<file path="config.mk">
export PLATFORM = sky130hd
export DESIGN_NAME = segment_lcd_driver
export DESIGN_NICKNAME = d
export VERILOG_FILES = /design/src/verilog/lcd_pkg.sv /design/src/verilog/seg_ram.sv /design/src/verilog/segment_lcd_driver.sv
export SDC_FILE = /design/constraint.sdc
export NUM_CORES = 1
export LEC_CHECK = 0
export ABC_AREA = 1
export ABC_CLOCK_PERIOD_IN_PS = 2900
export BUFFER_PORTS_ARGS = -buffer_cell sky130_fd_sc_hd__buf_4
export CORE_ASPECT_RATIO = 1.5
export CORE_MARGIN = 2
export CORE_UTILIZATION = 60
export CTS_CLUSTER_DIAMETER = 30
export DETAILED_ROUTE_END_ITERATION = 16
export PLACE_DENSITY = 0.76
export REMOVE_ABC_BUFFERS = 1
export SLEW_MARGIN = 0
export SYNTH_ARGS = -nofsm -noshare
export SYNTH_HDL_FRONTEND = slang
export SYNTH_HIERARCHICAL = 1
export SYNTH_SLANG_ARGS = --single-unit
</file>
<file path="constraint.sdc">
create_clock -name i_clk -period 2.9 [get_ports i_clk]
set_input_delay 0.145 -clock i_clk [delete_from_list [all_inputs] [get_ports i_clk]]
set_output_delay 0.145 -clock i_clk [all_outputs]
set_load 0.01 [all_outputs]
</file>
<file path="src/verilog/lcd_pkg.sv">
// Constants, types and timing figures shared by the segment LCD driver.
// Assumes a 50 MHz system clock divided by 25 to stand in for the 2 MHz processor bus clock.
package lcd_pkg;

  localparam logic [7:0] CTRL_ADDR = 8'h1E;
  localparam logic [7:0] RAM_BASE = 8'h40;
  localparam logic [7:0] RAM_LAST = 8'h4B;
  localparam int RAM_BYTES = 12;
  localparam int SEG_BITS = 96;
  localparam int FP_NUM = 18;
  localparam int BP_NUM = 4;

  localparam int BIT_DISPLAY_ON = 0;
  localparam int BIT_MUX_LO = 1;
  localparam int BIT_MUX_HI = 2;
  localparam int BIT_FRAME_HALVE = 3;
  localparam int BIT_EXT_SUPPLY = 6;
  localparam logic [7:0] CTRL_RST = 8'h00;

  typedef enum logic [1:0] {
    MODE_2BP_HALF = 2'b00,
    MODE_3BP = 2'b01,
    MODE_4BP = 2'b10,
    MODE_2BP_THIRD = 2'b11
  } mux_mode_t;

  typedef struct packed {
    logic ext_supply_sel;
    logic frame_halve;
    mux_mode_t mux_sel;
    logic display_on;
  } ctrl_t;

  typedef enum logic [0:0] {
    DRV_OFF = 1'b0,
    DRV_RUN = 1'b1
  } drv_state_t;

  // Drive level codes: 0 is the lowest rail, 3 the highest.
  localparam logic [1:0] LVL_0 = 2'h0;
  localparam logic [1:0] LVL_1 = 2'h1;
  localparam logic [1:0] LVL_2 = 2'h2;
  localparam logic [1:0] LVL_3 = 2'h3;

  localparam int SYS_CLK_HZ = 50_000_000;
  localparam int BUS_HZ = 2_000_000;
  localparam int BUS_DIV = SYS_CLK_HZ / BUS_HZ;
  localparam int FRAME_HZ_2_4 = 61;
  localparam int FRAME_HZ_3 = 91;
  // Backplane slot lengths in bus-clock ticks.
  localparam int SLOT_2BP = BUS_HZ / (FRAME_HZ_2_4 * 2);
  localparam int SLOT_3BP = BUS_HZ / (FRAME_HZ_3 * 3);
  localparam int SLOT_4BP = BUS_HZ / (FRAME_HZ_2_4 * 4);

endpackage

</file>
<file path="src/verilog/seg_ram.sv">
// Twelve-byte segment memory with a processor port and a driver port.
// Assumes the caller decodes addresses; contents are not cleared by reset.
`timescale 1ns/1ps
module seg_ram import lcd_pkg::*; (
  input wire logic i_clk,
  input wire logic i_rst_n,
  input wire logic i_we,
  input wire logic [3:0] i_addr,
  input wire logic [7:0] i_wdata,
  output logic [7:0] o_rdata,
  output logic [SEG_BITS-1:0] o_seg
);

  logic [7:0] mem [RAM_BYTES];

  // Memory keeps its contents through reset, like ordinary RAM.
  always_ff @(posedge i_clk) begin
    if (i_we) begin
      mem[i_addr] <= i_wdata;
    end
  end

  always_ff @(posedge i_clk or negedge i_rst_n) begin
    if (!i_rst_n) begin
      o_rdata <= 8'h00;
    end else begin
      o_rdata <= mem[i_addr];
    end
  end

  // The driver side sees every byte at once, one cycle behind.
  always_ff @(posedge i_clk or negedge i_rst_n) begin
    if (!i_rst_n) begin
      o_seg <= '0;
    end else begin
      for (int i = 0; i < RAM_BYTES; i++) begin
        o_seg[i*8 +: 8] <= mem[i];
      end
    end
  end

endmodule // seg_ram

</file>
<file path="src/verilog/segment_lcd_driver.sv">
// Multiplexed segment LCD driver: control register, segment memory and
// backplane/frontplane level sequencer. Assumes a processor bus in the
// same clock domain and an external ladder turning level codes to volts.
// Function
// - Eighteen frontplanes, four backplanes, seventy-two segments.
// - Twelve-byte segment memory in address space.
// - Byte holds two frontplanes, nibble per frontplane.
// - Set bit drives segment only when displayed.
// - Memory readable and writable while driver reads.
// - Display off: memory acts as plain RAM.
// - Bytes for frontplanes 18-23 stay plain RAM.
// - Reset gives two backplanes, half bias.
// - Reset clears display on; bit gates drivers.
// - Two select bits choose backplanes and bias.
// - Frame timing divided from bus clock.
// - Halve bit adds divide-by-two stage.
// - Backplanes repeat every two frames, data-independent.
// - Frontplanes give active segments drive each frame.
// - Three levels half bias, four third bias.
// - Driver stops during processor wait mode.
`timescale 1ns/1ps
module segment_lcd_driver import lcd_pkg::*; #(
  parameter int SLOT_2BP_P = SLOT_2BP,
  parameter int SLOT_3BP_P = SLOT_3BP,
  parameter int SLOT_4BP_P = SLOT_4BP
) (
  input wire logic i_clk,
  input wire logic i_rst_n,
  input wire logic [7:0] i_addr,
  input wire logic [7:0] i_wdata,
  input wire logic i_wr,
  input wire logic i_rd,
  input wire logic i_wait,
  output logic [7:0] o_rdata,
  output logic o_drv_en,
  output logic [BP_NUM-1:0][1:0] o_backplane,
  output logic [FP_NUM-1:0][1:0] o_frontplane
);

  function automatic logic [1:0] bp_count(input mux_mode_t m);
    case (m)
      MODE_3BP: bp_count = 2'd2;
      MODE_4BP: bp_count = 2'd3;
      default: bp_count = 2'd1;
    endcase
  endfunction

  function automatic logic [14:0] slot_len(input mux_mode_t m);
    case (m)
      MODE_3BP: slot_len = 15'(SLOT_3BP_P - 1);
      MODE_4BP: slot_len = 15'(SLOT_4BP_P - 1);
      default: slot_len = 15'(SLOT_2BP_P - 1);
    endcase
  endfunction

  ctrl_t ctrl_r;
  ctrl_t act_r;
  drv_state_t state_r;
  logic ram_sel;
  logic ctrl_sel;
  logic [3:0] ram_idx;
  logic [7:0] ram_rdata;
  logic [SEG_BITS-1:0] seg;
  logic [7:0] ctrl_rd_r;
  logic rd_ram_r;
  logic run;
  logic [4:0] div_cnt_r;
  logic bus_tick;
  logic halve_ph_r;
  logic slot_tick;
  logic [14:0] slot_cnt_r;
  logic [1:0] slot_idx_r;
  logic pol_r;
  logic slot_end;
  logic frame_end;
  logic [BP_NUM-1:0][1:0] bp_nxt;
  logic [FP_NUM-1:0][1:0] fp_nxt;

  assign ctrl_sel = (i_addr == CTRL_ADDR);
  assign ram_sel = (i_addr >= RAM_BASE) && (i_addr <= RAM_LAST);
  assign ram_idx = 4'(i_addr - RAM_BASE);
  assign run = ctrl_r.display_on && !i_wait;

  seg_ram seg_ram_inst (
    .i_clk(i_clk),
    .i_rst_n(i_rst_n),
    .i_we(i_wr && ram_sel),
    .i_addr(ram_idx),
    .i_wdata(i_wdata),
    .o_rdata(ram_rdata),
    .o_seg(seg)
  );

  always_ff @(posedge i_clk or negedge i_rst_n) begin
    if (!i_rst_n) begin
      ctrl_r <= ctrl_t'(5'(CTRL_RST));
    end else if (i_wr && ctrl_sel) begin
      ctrl_r.display_on <= i_wdata[BIT_DISPLAY_ON];
      ctrl_r.mux_sel <= mux_mode_t'({i_wdata[BIT_MUX_HI],
                                     i_wdata[BIT_MUX_LO]});
      ctrl_r.frame_halve <= i_wdata[BIT_FRAME_HALVE];
      ctrl_r.ext_supply_sel <= i_wdata[BIT_EXT_SUPPLY];
    end
  end

  // Reserved bits 4, 5 and 7 always read back as zero.
  always_ff @(posedge i_clk or negedge i_rst_n) begin
    if (!i_rst_n) begin
      ctrl_rd_r <= 8'h00;
      rd_ram_r <= 1'b0;
    end else if (i_rd) begin
      rd_ram_r <= ram_sel;
      ctrl_rd_r <= 8'h00;
      if (ctrl_sel) begin
        ctrl_rd_r[BIT_DISPLAY_ON] <= ctrl_r.display_on;
        ctrl_rd_r[BIT_MUX_LO] <= ctrl_r.mux_sel[0];
        ctrl_rd_r[BIT_MUX_HI] <= ctrl_r.mux_sel[1];
        ctrl_rd_r[BIT_FRAME_HALVE] <= ctrl_r.frame_halve;
        ctrl_rd_r[BIT_EXT_SUPPLY] <= ctrl_r.ext_supply_sel;
      end
    end
  end

  assign o_rdata = rd_ram_r ? ram_rdata : ctrl_rd_r;

  always_ff @(posedge i_clk or negedge i_rst_n) begin
    if (!i_rst_n) begin
      div_cnt_r <= 5'd0;
    end else if (div_cnt_r == 5'(BUS_DIV - 1)) begin
      div_cnt_r <= 5'd0;
    end else begin
      div_cnt_r <= div_cnt_r + 5'd1;
    end
  end

  assign bus_tick = (div_cnt_r == 5'(BUS_DIV - 1));

  always_ff @(posedge i_clk or negedge i_rst_n) begin
    if (!i_rst_n) begin
      halve_ph_r <= 1'b0;
    end else if (bus_tick) begin
      halve_ph_r <= !halve_ph_r;
    end
  end

  assign slot_tick = (state_r == DRV_RUN) && bus_tick &&
                     (!act_r.frame_halve || halve_ph_r);
  assign slot_end = slot_tick && (slot_cnt_r == slot_len(act_r.mux_sel));
  assign frame_end = slot_end && (slot_idx_r == bp_count(act_r.mux_sel));

  always_ff @(posedge i_clk or negedge i_rst_n) begin
    if (!i_rst_n) begin
      state_r <= DRV_OFF;
    end else begin
      case (state_r)
        DRV_OFF: state_r <= run ? DRV_RUN : DRV_OFF;
        DRV_RUN: state_r <= run ? DRV_RUN : DRV_OFF;
        default: state_r <= DRV_OFF;
      endcase
    end
  end

  always_ff @(posedge i_clk or negedge i_rst_n) begin
    if (!i_rst_n) begin
      act_r <= ctrl_t'(5'(CTRL_RST));
    end else if (state_r == DRV_OFF || frame_end) begin
      act_r <= ctrl_r;
    end
  end

  always_ff @(posedge i_clk or negedge i_rst_n) begin
    if (!i_rst_n) begin
      slot_cnt_r <= 15'd0;
      slot_idx_r <= 2'd0;
      pol_r <= 1'b0;
    end else if (state_r == DRV_OFF) begin
      slot_cnt_r <= 15'd0;
      slot_idx_r <= 2'd0;
      pol_r <= 1'b0;
    end else if (frame_end) begin
      slot_cnt_r <= 15'd0;
      slot_idx_r <= 2'd0;
      pol_r <= !pol_r;
    end else if (slot_end) begin
      slot_cnt_r <= 15'd0;
      slot_idx_r <= slot_idx_r + 2'd1;
    end else if (slot_tick) begin
      slot_cnt_r <= slot_cnt_r + 15'd1;
    end
  end

  // Levels are worked out for positive polarity, then mirrored about
  // the middle of the ladder on odd frames so the glass sees no DC.
  always_comb begin
    logic [1:0] top;
    logic [1:0] unsel;
    logic [1:0] off_lvl;
    logic on_bit;
    top = LVL_3;
    unsel = LVL_1;
    off_lvl = LVL_2;
    on_bit = 1'b0;
    if (act_r.mux_sel == MODE_2BP_HALF) begin
      top = LVL_2;
      off_lvl = LVL_1;
    end
    for (int b = 0; b < BP_NUM; b++) begin
      bp_nxt[b] = (2'(b) == slot_idx_r) ? top : unsel;
      if (pol_r) begin
        bp_nxt[b] = top - bp_nxt[b];
      end
    end
    for (int f = 0; f < FP_NUM; f++) begin
      on_bit = seg[f*BP_NUM + 32'(slot_idx_r)];
      fp_nxt[f] = on_bit ? LVL_0 : off_lvl;
      if (pol_r) begin
        fp_nxt[f] = top - fp_nxt[f];
      end
    end
  end

  // bytes past frontplane 17 never driven
  always_ff @(posedge i_clk or negedge i_rst_n) begin
    if (!i_rst_n) begin
      o_drv_en <= 1'b0;
      o_backplane <= '0;
      o_frontplane <= '0;
    end else if (run && state_r == DRV_RUN) begin
      o_drv_en <= 1'b1;
      o_backplane <= bp_nxt;
      o_frontplane <= fp_nxt;
    end else begin
      o_drv_en <= 1'b0;
      o_backplane <= '0;
      o_frontplane <= '0;
    end
  end
endmodule // segment_lcd_driver

</file>
==> results.tsv <==
metric	value	unit
run status	completed	
clock skew	12.5	ps
CP required	3300	ps
syn avg cell area	9.51	sq um
type of element capturing the critical path	flop	
min-delay src	i_wdata[1]	
Hold Vio Cnt, Final	0	
slowest stage delay, CP	590	ps
initial drt markers	741	
RSZ-0062 raised after global routing	false	
crit path DAT	2540	ps
actual slew at the worst max-slew pin	802	ps
Syn. warnings	6	
DR vias	8693	
worst r2r dst	o_frontplane[2]$_DFF_PN0_	
r2r setup slk	760	ps
Crit Path Max Fanout	25	
Antenna Cells	0	
clock latency on the worst-skew pair	520	ps
vias per inst	5.28	
Crit-path slowest cell	nor2_2	
CTS Sinks	292	
global-route wire length before repair	42900	microns
root buf cell	clkbuf_16	
Max Clk Rate	468	MHz
# resized after CTS	0	
Max IR drop VDD	531	uV
DRT antenna net count	0	
TritonCTS clock tree	yes	
Die Y	178	microns
static leakage	6.82	nW
Layout Nets	1388	
routability cong.	0.901	
Max Slew Vio Count	0	
total track usage	26.0	%
Initial Utilization	61.4	%
vias in the first global route	8540	
type of origin of the critical path	flop	
final setup margin	765	ps
critical path, cell by cell	inv_1 -> ha_1 -> buf_4 -> nor2_2 -> nor2_2 -> nand2_1 -> inv_1	
number of port buffers	73	
Die W	120	microns
cts bufs inserted	38	
reg2reg path depth	7	
core area	19800	sq um
Final min period	2140	ps
# rows	63	
crit share post-route	73.6	%
type of the worst setup path	reg2reg	
max-cap violation count	0	
wire per inst	16.5	microns
setup TNS	0	ps
area grow syn2layout	16.4	%
largest net degree at the start of global routing	94	
share of cells above drive strength 1	12.3	%
worst hold stages	3	
Clock transition at path regs	60	ps
Placement Setup Slack	576	ps
grt total ovfl	0	
worst r2r src	act_r[1]$_DFFE_PN0P_	
I/O pins	74	
Post-Syn Area	12200	sq um
CTS max path bufs	3	
total iterations of the first detailed-routing run	6	
initial antenna violation count	0	
drc violations	0	
Hold EP	ctrl_r[1]$_DFFE_PN0P_	
endpoints failing setup	0	
Rel. slew slack	46.5	%
DP Wirelength	17700	microns
Power per Cell Area	664	nW/um^2
final wirelength	27100	microns
H-tree depth	2	
Mapped Cells	1278	
Min-Delay Path Class	in2reg	
Die Footprint	21400	sq um
-- area by class of cell --
| cell class | count | area [sq um] |
|---|---|---|
| Tap cell | 260 | 325 |
| Inverter | 105 | 394 |
| Multi-Input combinational cell | 831 | 3540 |
| Fill cell | 1490 | 5640 |
| Clock inverter | 22 | 211 |
| Timing Repair Buffer | 89 | 694 |
| Clock buffer | 47 | 1040 |
| Sequential cell | 292 | 7950 |
-- critical path: cells and delay by family, from the launching register on --
family        cells  cell delay, ps
simple gates      3            1080
flops             1             390
buf+inv           3             340
fa+ha+maj         1             200
-- state kept, by name, summed over array words and instances (netlist names) --
register	cells
div_cnt_r	5
seg_ram_inst/mem	128
pol_r	1
ctrl_rd_r	5
o_backplane	8
o_drv_en	1
ctrl_r	5
seg_ram_inst/o_seg	72
slot_cnt_r	15
slot_idx_r	2
act_r	3
seg_ram_inst/o_rdata	8
state_r	1
halve_ph_r	1
o_frontplane	36
rd_ram_r	1
-- where the power goes --
part / internal [mW] / switching, mW
sequential: 4.37 / 0.0280
combinational: 0.144 / 0.349
clock: 2.70 / 1.80
total: 7.22 / 2.18
-- per-stage QoR --
stage | power, mW | instance area [sq um] | std cells | hold slack, ps | utilization [%]
after floorplan | 4.70 | 11900 | 1228 | -151 | -
after global placement | 4.96 | 12900 | 1573 | 254 | 65.0
after detailed placement | 4.97 | 12900 | 1573 | 259 | 65.0
after CTS | 9.46 | 14100 | 1646 | 3.57 | 71.5
after global routing | 9.69 | 14100 | 1646 | 11.0 | 71.5
final | 9.39 | 14100 | 1646 | 13.5 | 71.5
-- layer usage --
| metal | global-route usage, % | vias to the layer above | part of all wire (%) |
|---|---|---|---|
| met1 | 29.8 | 4097 | 37 |
| met2 | 47.8 | 315 | 53 |
| met5 | 0 | - | 0 |
| met3 | 3.77 | 79 | 5.2 |
| met4 | 11.9 | 0 | 4.1 |
| li1 | - | 4202 | - |
-- cell usage in the layout (no fill, tap or decap), types with 2 or more instances in the layout --
cell type and count:
a21oi_1 34, clkbuf_16 40, dlygate4sd3_1 4, nor2_2 9, clkinv_4 3, clkinv_1 3, clkinvlp_4 3, dfrtp_1 164
inv_2 5, nor2_1 66, o22ai_1 5, nor3_1 7, nand2_1 570, clkinv_2 3, buf_4 83, inv_8 2
o21ai_1 2, ha_1 10, nand2_2 4, nand4_1 3, o21ai_0 40, nand3_1 68, clkbuf_1 6, edfxtp_1 128
clkinv_8 2, inv_1 98, xor2_1 5, inv_6 6
-- how the worst max path moves through the flow --
stage                                              endpoint  depth (start not counted)  slack, ps                       from
after global placement    seg_ram_inst/mem[11][0]$_DFFE_PP_                          6        610                  i_addr[5]
after CTS                        o_frontplane[35]$_DFF_PN0_                          7        750  slot_idx_r[1]$_DFFE_PN0P_
after global routing                   act_r[1]$_DFFE_PN0P_                         11        640       act_r[2]$_DFFE_PN0P_
after floorplan                    o_backplane[1]$_DFF_PN0_                          4        640  slot_idx_r[0]$_DFFE_PN0P_
after detailed placement  seg_ram_inst/mem[11][2]$_DFFE_PP_                          6        580                  i_addr[5]
final                             o_frontplane[2]$_DFF_PN0_                          7        760       act_r[1]$_DFFE_PN0P_
-- repair_timing --
action,in CTS,in global routing
hold endpoints to repair,98,0
hold buffers,4,0
buffers inserted,0,0
Note: power is estimated with default switching activity, not from simulation.
